<file path="src/cscsr_pkg.sv">
// Purpose: shared constants and types for the crt scan, cursor and start address block
// Assumes: byte wide indexed register port, one clock domain
// Notes: offsets are indices on the crt data port
package cscsr_pkg;

  // register indices
  localparam logic [7:0] CSCSR_IDX_MAX_SCAN   = 8'h09;
  localparam logic [7:0] CSCSR_IDX_CUR_START  = 8'h0a;
  localparam logic [7:0] CSCSR_IDX_CUR_END    = 8'h0b;
  localparam logic [7:0] CSCSR_IDX_START_HIGH = 8'h0c;

  // reset values
  localparam logic [7:0] CSCSR_RST_MAX_SCAN   = 8'h00;
  localparam logic [7:0] CSCSR_RST_CUR_START  = 8'h00;
  localparam logic [7:0] CSCSR_RST_CUR_END    = 8'h00;
  localparam logic [7:0] CSCSR_RST_START_HIGH = 8'h00;

  // writable bit masks, reserved bits read as zero
  localparam logic [7:0] CSCSR_MASK_CUR_START = 8'h3f;
  localparam logic [7:0] CSCSR_MASK_CUR_END   = 8'h7f;

  // field positions
  localparam int CSCSR_DBL_SCAN_BIT  = 7;
  localparam int CSCSR_LCMP9_BIT     = 6;
  localparam int CSCSR_VBS9_BIT      = 5;
  localparam int CSCSR_CUR_OFF_BIT   = 5;
  localparam int CSCSR_SKEW_LSB      = 5;
  localparam int CSCSR_OVF_LCMP8_BIT = 4;
  localparam int CSCSR_OVF_VBS8_BIT  = 3;
  localparam int CSCSR_EXT_REQ_BIT   = 7;
  localparam int CSCSR_MODE_EXT_BIT  = 0;

  // timing figures
  localparam int CSCSR_ROW_W     = 5;
  localparam int CSCSR_LINE_W    = 12;
  localparam int CSCSR_MAX_SKEW  = 3;

  typedef struct packed {
    logic [7:0] start_high;
    logic [7:0] cur_end;
    logic [7:0] cur_start;
    logic [7:0] max_scan;
  } cscsr_regs_t;

  typedef struct packed {
    logic line;
    logic vsync;
    logic char_clk;
  } cscsr_timing_t;

  typedef struct packed {
    logic [7:0] ovf;
    logic [7:0] vbs_low;
    logic [7:0] vbs_ext;
    logic [7:0] cmp_low;
    logic [7:0] start_low;
    logic [7:0] ext_mid;
    logic [7:0] ext_top;
    logic [7:0] mode;
  } cscsr_ext_regs_t;

  typedef enum logic {
    CSCSR_PASS_FIRST  = 1'b0,
    CSCSR_PASS_REPEAT = 1'b1
  } cscsr_pass_t;

endpackage : cscsr_pkg

</file>
<file path="src/cscsr_row_scan.sv">
// Purpose: row scan counter with double scan
// Assumes: line pulse once per horizontal scan line
// Notes: frame pulse restarts the count at row zero
`timescale 1ns/1ps
module cscsr_row_scan #(
  parameter int ROW_W = 5
) (
  input  wire logic             clock_in,
  input  wire logic             rst_in,
  input  wire logic             ce_in,
  input  wire logic             line_in,
  input  wire logic             frame_in,
  input  wire logic             dbl_in,
  input  wire logic [ROW_W-1:0] max_row_in,
  output logic      [ROW_W-1:0] row_out,
  output logic                  wrap_out
);
  cscsr_pkg::cscsr_pass_t pass_q;
  cscsr_pkg::cscsr_pass_t pass_d;
  logic [ROW_W-1:0] row_d;
  logic             adv;
  logic             at_max;

  initial begin
    if (ROW_W < 1) $error("row width must be positive");
  end

  // first pass of a doubled line holds the count
  always_comb begin
    case (pass_q)
      cscsr_pkg::CSCSR_PASS_FIRST:  adv = !dbl_in;
      cscsr_pkg::CSCSR_PASS_REPEAT: adv = 1'b1;
      default:                      adv = 1'b1;
    endcase
  end
  assign pass_d = (dbl_in && pass_q == cscsr_pkg::CSCSR_PASS_FIRST) ?
                  cscsr_pkg::CSCSR_PASS_REPEAT : cscsr_pkg::CSCSR_PASS_FIRST;
  assign at_max = (row_out == max_row_in);
  assign row_d  = at_max ? '0 : row_out + 1'b1;

  always_ff @(posedge clock_in or posedge rst_in) begin
    if (rst_in) begin
      pass_q   <= cscsr_pkg::CSCSR_PASS_FIRST;
      row_out  <= '0;
      wrap_out <= 1'b0;
    end else if (ce_in) begin
      wrap_out <= 1'b0;
      if (frame_in) begin
        pass_q  <= cscsr_pkg::CSCSR_PASS_FIRST;
        row_out <= '0;
      end else if (line_in) begin
        pass_q <= pass_d;
        if (adv) begin
          row_out  <= row_d;
          wrap_out <= at_max;
        end
      end
    end
  end
endmodule : cscsr_row_scan

</file>
<file path="src/cscsr_cursor_skew.sv">
// Purpose: text cursor skew delay, cursor shaping is done in cscsr_top
// Assumes: char_clk_in pulses once per character clock
// Notes: delay line stages advance only on character clocks
`timescale 1ns/1ps
module cscsr_cursor_skew #(
  parameter int MAX_SKEW = 3
) (
  input  wire logic       clock_in,
  input  wire logic       rst_in,
  input  wire logic       ce_in,
  input  wire logic       char_clk_in,
  input  wire logic       cur_raw_in,
  input  wire logic [1:0] skew_in,
  output logic            cursor_out
);
  logic [MAX_SKEW:0] tap;
  logic [MAX_SKEW:1] dly_q;

  initial begin
    if (MAX_SKEW != 3) $error("skew field is two bits, max skew must be 3");
  end

  assign tap[0] = cur_raw_in;
  genvar g;
  generate
    for (g = 1; g <= MAX_SKEW; g++) begin : g_stage
      assign tap[g] = dly_q[g];
      always_ff @(posedge clock_in or posedge rst_in) begin
        if (rst_in) begin
          dly_q[g] <= 1'b0;
        end else if (ce_in && char_clk_in) begin
          dly_q[g] <= tap[g-1];
        end
      end
    end
  endgenerate

  // selected tap registered so the output stays a flop
  always_ff @(posedge clock_in or posedge rst_in) begin
    if (rst_in) begin
      cursor_out <= 1'b0;
    end else if (ce_in) begin
      cursor_out <= tap[skew_in];
    end
  end
endmodule : cscsr_cursor_skew

</file>
<file path="src/cscsr_top.sv">
// Purpose: crt row scan, split line, blanking start, text cursor and start address
// Assumes: line, vsync and char clock are one cycle strobes synchronous to clock_in
// Notes: other crt registers arrive as plain inputs
//
// Functional notes
// - single scan advances row every line
// - double scan advances row every second line
// - compare line is ten bits, three sources
// - compare line restarts memory address at zero
// - standard blanking start is ten bits
// - extended blanking start is twelve bits
// - blanking starts on line equal to start
// - text cursor only in text modes
// - cursor off bit suppresses the cursor
// - cursor begins on start line
// - cursor ends on end line
// - skew delays cursor zero to three clocks
// - standard start offset is sixteen bits
// - extended start address is thirty two bits
// - extended start loads at vsync, request cleared
// - registers reached by index on data port
// - standard blanking bit eight from overflow
`timescale 1ns/1ps
module cscsr_top #(
  parameter int ROW_W    = cscsr_pkg::CSCSR_ROW_W,
  parameter int LINE_W   = cscsr_pkg::CSCSR_LINE_W,
  parameter int MAX_SKEW = cscsr_pkg::CSCSR_MAX_SKEW
) (
  input  wire logic                       clock_in,
  input  wire logic                       rst_in,
  input  wire logic                       ce_in,
  input  wire logic                       reg_wr_in,
  input  wire logic                       reg_rd_in,
  input  wire logic [7:0]                 reg_index_in,
  input  wire logic [7:0]                 reg_wdata_in,
  input  wire cscsr_pkg::cscsr_timing_t   timing_in,
  input  wire cscsr_pkg::cscsr_ext_regs_t ext_regs_in,
  input  wire logic                       text_mode_in,
  input  wire logic                       cursor_hit_in,
  input  wire logic [7:0]                 row_offset_in,
  output logic [7:0]                      reg_rdata_out,
  output logic [ROW_W-1:0]                row_scan_out,
  output logic [LINE_W-1:0]               line_out,
  output logic                            vblank_out,
  output logic                            split_out,
  output logic [31:0]                     start_addr_out,
  output logic [31:0]                     mem_addr_out,
  output logic                            ext_req_clear_out,
  output logic                            cursor_out
);
  cscsr_pkg::cscsr_regs_t regs_q;
  cscsr_pkg::cscsr_regs_t regs_d;

  logic [7:0]        rdata_d;
  logic              wr_en;
  logic              rd_en;
  logic              ext_mode;
  logic              dbl_scan;
  logic [ROW_W-1:0]  max_row;
  logic              row_wrap;
  logic [9:0]        cmp_line;
  logic [11:0]       vbs_std;
  logic [11:0]       vbs_ext;
  logic [11:0]       vbs_line;
  logic [LINE_W-1:0] line_d;
  logic              vbs_hit;
  logic              cmp_hit;
  logic [31:0]       std_start;
  logic [31:0]       ext_start;
  logic              ext_req;
  logic              ext_load;
  logic [31:0]       start_d;
  logic [31:0]       mem_d;
  logic [4:0]        cur_first;
  logic [4:0]        cur_last;
  logic              cur_off;
  logic              cur_rows;
  logic              cur_raw;
  logic [1:0]        cur_skew;
  logic              split_d;

  initial begin
    if (LINE_W < 12) $error("line counter must hold a twelve bit blanking start");
    if (ROW_W != 5) $error("row field is five bits");
  end

  function automatic logic idx_is(input logic [7:0] idx, input logic [7:0] target);
    return idx == target;
  endfunction : idx_is

  // register port
  assign wr_en = ce_in && reg_wr_in;
  assign rd_en = ce_in && reg_rd_in;

  always_comb begin
    regs_d = regs_q;
    if (wr_en) begin
      if (idx_is(reg_index_in, cscsr_pkg::CSCSR_IDX_MAX_SCAN)) begin
        regs_d.max_scan = reg_wdata_in;
      end
      if (idx_is(reg_index_in, cscsr_pkg::CSCSR_IDX_CUR_START)) begin
        regs_d.cur_start = reg_wdata_in & cscsr_pkg::CSCSR_MASK_CUR_START;
      end
      if (idx_is(reg_index_in, cscsr_pkg::CSCSR_IDX_CUR_END)) begin
        regs_d.cur_end = reg_wdata_in & cscsr_pkg::CSCSR_MASK_CUR_END;
      end
      if (idx_is(reg_index_in, cscsr_pkg::CSCSR_IDX_START_HIGH)) begin
        regs_d.start_high = reg_wdata_in;
      end
    end
  end

  // unmapped indices read zero, other crt registers answer elsewhere
  assign rdata_d =
    idx_is(reg_index_in, cscsr_pkg::CSCSR_IDX_MAX_SCAN)   ? regs_q.max_scan   :
    idx_is(reg_index_in, cscsr_pkg::CSCSR_IDX_CUR_START)  ? regs_q.cur_start  :
    idx_is(reg_index_in, cscsr_pkg::CSCSR_IDX_CUR_END)    ? regs_q.cur_end    :
    idx_is(reg_index_in, cscsr_pkg::CSCSR_IDX_START_HIGH) ? regs_q.start_high :
    8'h00;

  always_ff @(posedge clock_in or posedge rst_in) begin
    if (rst_in) begin
      regs_q <= '{start_high: cscsr_pkg::CSCSR_RST_START_HIGH,
                  cur_end:    cscsr_pkg::CSCSR_RST_CUR_END,
                  cur_start:  cscsr_pkg::CSCSR_RST_CUR_START,
                  max_scan:   cscsr_pkg::CSCSR_RST_MAX_SCAN};
      reg_rdata_out <= 8'h00;
    end else begin
      regs_q <= regs_d;
      if (rd_en) begin
        reg_rdata_out <= rdata_d;
      end
    end
  end

  // field decode
  assign ext_mode = ext_regs_in.mode[cscsr_pkg::CSCSR_MODE_EXT_BIT];
  assign dbl_scan = regs_q.max_scan[cscsr_pkg::CSCSR_DBL_SCAN_BIT];
  assign max_row  = regs_q.max_scan[ROW_W-1:0];

  assign cmp_line = {regs_q.max_scan[cscsr_pkg::CSCSR_LCMP9_BIT],
                     ext_regs_in.ovf[cscsr_pkg::CSCSR_OVF_LCMP8_BIT],
                     ext_regs_in.cmp_low};

  assign vbs_std  = {2'h0, regs_q.max_scan[cscsr_pkg::CSCSR_VBS9_BIT],
                     ext_regs_in.ovf[cscsr_pkg::CSCSR_OVF_VBS8_BIT],
                     ext_regs_in.vbs_low};
  // high standard bits dropped in extended mode
  assign vbs_ext  = {ext_regs_in.vbs_ext[3:0], ext_regs_in.vbs_low};
  assign vbs_line = ext_mode ? vbs_ext : vbs_std;

  // row scan counter
  cscsr_row_scan #(
    .ROW_W(ROW_W)
  ) u_row (
    .clock_in   (clock_in),
    .rst_in     (rst_in),
    .ce_in      (ce_in),
    .line_in    (timing_in.line),
    .frame_in   (timing_in.vsync),
    .dbl_in     (dbl_scan),
    .max_row_in (max_row),
    .row_out    (row_scan_out),
    .wrap_out   (row_wrap)
  );

  // vertical line counter, line zero is the first active line
  assign line_d  = timing_in.vsync ? '0 : line_out + 1'b1;
  assign vbs_hit = (line_d == LINE_W'(vbs_line));
  assign cmp_hit = (line_d == LINE_W'(cmp_line));

  always_ff @(posedge clock_in or posedge rst_in) begin
    if (rst_in) begin
      line_out   <= '0;
      vblank_out <= 1'b0;
    end else if (ce_in && (timing_in.line || timing_in.vsync)) begin
      line_out   <= line_d;
      vblank_out <= timing_in.vsync ? 1'b0 : (vblank_out || vbs_hit);
    end
  end

  // start address
  assign std_start = {16'h0000, regs_q.start_high, ext_regs_in.start_low};
  assign ext_start = {ext_regs_in.ext_top, ext_regs_in.ext_mid[5:0],
                      regs_q.start_high, ext_regs_in.start_low, 2'b00};
  assign ext_req   = ext_regs_in.ext_mid[cscsr_pkg::CSCSR_EXT_REQ_BIT];
  // request after the four address writes is relied on, no staging of the parts
  assign ext_load  = ext_mode && ext_req && timing_in.vsync && !ext_req_clear_out;
  // extended address held until the vsync load
  assign start_d   = !ext_mode ? std_start :
                     ext_load  ? ext_start : start_addr_out;

  always_ff @(posedge clock_in or posedge rst_in) begin
    if (rst_in) begin
      start_addr_out    <= 32'h0000_0000;
      ext_req_clear_out <= 1'b0;
    end else if (ce_in) begin
      start_addr_out    <= start_d;
      ext_req_clear_out <= ext_load;
    end
  end

  // memory address: new frame base, row step, split restart at zero
  assign split_d = timing_in.vsync ? 1'b0 : (split_out || cmp_hit);
  always_comb begin
    mem_d = mem_addr_out;
    if (timing_in.vsync) begin
      mem_d = start_d;
    end else if (timing_in.line && cmp_hit) begin
      mem_d = 32'h0000_0000;
    end else if (row_wrap) begin
      mem_d = mem_addr_out + {24'h000000, row_offset_in};
    end
  end

  always_ff @(posedge clock_in or posedge rst_in) begin
    if (rst_in) begin
      mem_addr_out <= 32'h0000_0000;
      split_out    <= 1'b0;
    end else if (ce_in) begin
      mem_addr_out <= mem_d;
      if (timing_in.line || timing_in.vsync) begin
        split_out <= split_d;
      end
    end
  end

  // text cursor shape
  assign cur_first = regs_q.cur_start[4:0];
  assign cur_last  = regs_q.cur_end[4:0];
  assign cur_off   = regs_q.cur_start[cscsr_pkg::CSCSR_CUR_OFF_BIT];
  assign cur_skew  = regs_q.cur_end[cscsr_pkg::CSCSR_SKEW_LSB +: 2];
  assign cur_rows  = (row_scan_out >= cur_first) && (row_scan_out <= cur_last);
  // graphics modes force the raw cursor off, the cur_end skew field still selects the delay tap
  assign cur_raw   = text_mode_in && !cur_off && cur_rows && cursor_hit_in;

  cscsr_cursor_skew #(
    .MAX_SKEW(MAX_SKEW)
  ) u_cursor (
    .clock_in    (clock_in),
    .rst_in      (rst_in),
    .ce_in       (ce_in),
    .char_clk_in (timing_in.char_clk),
    .cur_raw_in  (cur_raw),
    .skew_in     (cur_skew),
    .cursor_out  (cursor_out)
  );
endmodule : cscsr_top

</file>
<file path="config.mk">
export PLATFORM = sky130hd
export DESIGN_NAME = cscsr_top
export DESIGN_NICKNAME = d
export VERILOG_FILES = /design/src/cscsr_pkg.sv /design/src/cscsr_row_scan.sv /design/src/cscsr_cursor_skew.sv /design/src/cscsr_top.sv
export SDC_FILE = /design/constraint.sdc
export NUM_CORES = 1
export LEC_CHECK = 0
export BUFFER_PORTS_ARGS = -buffer_cell sky130_fd_sc_hd__buf_4
export CORE_MARGIN = 1
export CORE_UTILIZATION = 45
export DETAILED_ROUTE_END_ITERATION = 8
export PLACE_DENSITY = 0.8
export SLEW_MARGIN = 20
export SYNTH_ARGS = -nofsm -noshare
export SYNTH_HDL_FRONTEND = slang
export SYNTH_SLANG_ARGS = --single-unit
</file>
<file path="constraint.sdc">
create_clock -name clock_in -period 7.1 [get_ports clock_in]
set_input_delay 0.71 -clock clock_in [delete_from_list [all_inputs] [get_ports clock_in]]
set_output_delay 0.71 -clock clock_in [all_outputs]
set_load 0.1 [all_outputs]
</file>
==> qor.txt <==
CLOCK TREE
-----------------------------------------------------------------------------------------------------
Post-CTS setup-driven buffer insertion count                                                        0
CTS Root Cell                                                                               clkbuf_16
Total of cells resized after clock tree synthesis                                                   0
CTS max path bufs                                                                                   2
Clock insertion delay at the later pin of the skew report                                      430 ps
Number of clock buffers inserted by TritonCTS                                                      17
Number of buffers inserted by hold repair at cts                                                    0
CTS clk-pin slew, worst paths                                                                   60 ps
CTS sink count                                                                                    127
CTS tree                                                                                          yes
Htree depth                                                                                         4

STATUS
-----------------------------------------------------------------------------------------------------
Result of the run                                                                        finished, final reports clean

SYNTH
-----------------------------------------------------------------------------------------------------
Post-synthesis sequential element count                                                           127
Gate count of the mapped netlist                                                                  875
Mean instance size in the synthesized netlist                                                9.20 µm²
Number of synthesized flops with an enable pin                                                      0
Post-synthesis share of cell area spent on full adders, half adders and majority gates          3.36%
Syn Nets                                                                                          994
Distinct cell type count after synthesis                                                           77
Commonest register cell after synthesis                                                       dfrtp_1
Ys Warns                                                                                            0
Async set-or-reset flop fraction in the synthesized netlist                                      100%
Synthesized cell area                                                                        8050 µm²
Synthesized-area fraction occupied by and/or/nand/nor cells                                     16.6%
Fraction of the yosys area taken by sequential cells                                            39.5%
Parity-gate share of the synthesized area counting xor and xnor cells                           2.83%
Main combinational cell family by area after synthesis                                   compound AO/OA/AOI/OAI gates
Compound-Gate Fraction of Synth Area                                                            25.9%
Share of cell area taken by muxes after synthesis                                               7.51%

WORST SETUP PATH
-----------------------------------------------------------------------------------------------------
Critical-path maximum fanout                                                                       19
Worst setup EP type                                                                         flip-flop
Worst endpoint data arrival time                                                              4640 ps
Minimum setup slack among reg-to-reg paths                                                    2770 ps
Crit path kind                                                                           flip-flop to flip-flop
Launching point of the worst reg2reg path                                                line_out[0]$_DFFE_PP0P_
Data required, critical path                                                                  7410 ps
Destination of the worst register-to-register timing path                                mem_addr_out[4]$_DFFE_PP0P_
Kind of start point of the critical path                                                    flip-flop
Critical Path Start                                                                      line_out[0]$_DFFE_PP0P_
Number of cells traversed by the worst register-to-register path                                    8

STA
-----------------------------------------------------------------------------------------------------
Endpoints failing setup                                                                             0
Maximum clock skew at final layout                                                            12.4 ps
Final worst path period need                                                                  4330 ps
Max-Slew Margin vs Limit                                                                        28.9%
Setup TNS                                                                                        0 ps
Post-route fraction of the period consumed by the critical path                                 61.0%
Count of final max-slew check failures                                                              0
Slew @ Worst Pin                                                                              1060 ps
Setup repair after global routing missed its margin                                                no
Final-report hold violation count                                                                   0
Maximum clock rate                                                                          0.231 GHz

LAYOUT
-----------------------------------------------------------------------------------------------------
Area taken by multi-input logic gates                                                        4530 µm²
Net count reported at finish                                                                    1,133
Most frequent cells in the layout                                                        buf_4, dfrtp_1, nand2_1, nor2_1, a21oi_1
Filler Cell Count                                                                               1,533
Share of layout cells above drive strength 1                                                    25.6%
Diodes inserted                                                                                     0
Synth-to-layout area growth                                                                     23.9%
Commonest non-fill, non-tap cell in the layout                                                  buf_4
Seq. cell area                                                                               3180 µm²
Util after Layout                                                                               57.5%

DIE
-----------------------------------------------------------------------------------------------------
Total Die Area                                                                             18,400 µm²
Std cell rows                                                                                      48
Core box area                                                                              17,400 µm²
Width of the chip                                                                              136 µm
Number of top-level design ports                                                                  191
Height of the chip                                                                             136 µm
Initial standard-cell utilization of the core                                                   46.4%

JOB
-----------------------------------------------------------------------------------------------------
Max-capacitance violation count                                                                     0

ROUTE
-----------------------------------------------------------------------------------------------------
Final routed wirelength across all metal layers                                               24.2 mm
Via Count                                                                                       7,811
Detailed-router iteration count before antenna repair                                               5
Via/cell ratio                                                                                   6.25
DRC                                                                                                 0
DRT antenna net count                                                                               0
Detailed-route wire length per cell                                                           19.4 µm
Number of DRC violations after detailed-routing iteration 0                                       693

PWR
-----------------------------------------------------------------------------------------------------
Power density relative to cell area                                                        265 nW/µm²
Static power due to leakage                                                                   4.51 nW
Total Power                                                                                   2.64 mW
IR drop worst, VDD                                                                         0.000321 V

PLACEMENT
-----------------------------------------------------------------------------------------------------
Routability Congestion                                                                          0.883
Number of buffers inserted by port buffering                                                      172
HPWL Detailed                                                                                 16.8 mm

GLOBAL ROUTE
-----------------------------------------------------------------------------------------------------
Sum of overflow across all layers after global routing                                              0
Maximum number of pins on one net before global-route repair                                       67
First-pass GRT wire length                                                                    38.5 mm
Antenna violations before repair                                                                    0
Combined global-route utilization of all metal layers                                           26.9%
Vias in the first global route                                                                  7,248

MIN PATH
-----------------------------------------------------------------------------------------------------
Class of the tightest hold or removal check                                              primary input to asynchronous set/reset pin

-- critical path, stage by stage (launching register included) --
cell and delay [ps]:
dfrtp_1 590, ha_1 390, nand3_4 160, or4_4 460
and3_1 200, or4_4 560, o41a_1 730, a21oi_4 770
mux2_4 350
-- final cells by class --
cell class / count / area share, %
Multi-Input combinational cell: 662 / 45.5
Sequential cell: 127 / 31.9
Timing Repair Buffer: 177 / 13.3
Clock buffer: 23 / 4.79
Tap cell: 225 / 2.82
Inverter: 29 / 1.12
Clock inverter: 7 / 0.627
-- state kept, by name, summed over array words and instances, names as in the netlist, 2 cells and up --
register,count
u_row.row_out,5
cur_first,5
u_cursor.dly_q,3
reg_rdata_out,8
ext_start,8
max_row,5
start_addr_out,32
cur_last,5
mem_addr_out,32
cur_skew,2
line_out,12
-- kinds of logic after synthesis --
group | Yosys count
XOR/XNOR | 26
buffers and inverters | 86
flip-flops | 127
multiplexers | 53
AO/OA/AOI/OAI | 296
adder cells (fa/ha/maj) | 21
AND/OR/NAND/NOR | 266
-- through the flow --
step	instance area [µm²]	cells	setup slack, ps	hold WS [ps]
final	9970	1250	2770	427
after detailed placement	9430	1220	2630	476
after global placement	9430	1220	2640	468
after global routing	9970	1250	2600	499
after floorplan	8050	875	3010	468
after CTS	9970	1250	2820	447
-- power by group --
group          total (mW)  switching (mW)  internal (mW)
Combinational       0.965           0.690          0.275
Clock               0.816           0.315          0.501
Sequential          0.860          0.0714          0.788
-- synth_stat cells (all sizes together), types with 16 or more instances --
library cell	count	share of area (%)
o21ai	65	4.1
nor2	64	3.0
nand2	71	3.3
ha	20	3.1
nor3	16	0.99
o22ai	19	1.5
a21oi	56	3.6
mux2	41	6.0
dfrtp	127	39
and3	22	1.7
inv	29	1.4
clkbuf	42	2.0
nand3	28	1.9
-- per-layer routing --
metal | GRT usage, % | up-vias | wire length [µm]
met4 | 12.8 | 0 | 840
met5 | 0 | - | 0
met1 | 36.2 | 3767 | 10400
met3 | 6.36 | 59 | 1980
li1 | - | 3595 | -
met2 | 40.6 | 390 | 11000
-- worst max-delay path by stage --
stage                     cells after the start                          end
after global placement                        8  mem_addr_out[3]$_DFFE_PP0P_
after floorplan                               1      cmp_line[9]$_DFFE_PP0P_
after detailed placement                      8  mem_addr_out[2]$_DFFE_PP0P_
final                                         8  mem_addr_out[4]$_DFFE_PP0P_
after CTS                                     8  mem_addr_out[3]$_DFFE_PP0P_
after global routing                          8  mem_addr_out[3]$_DFFE_PP0P_
Note: power is estimated with default switching activity, not from simulation.
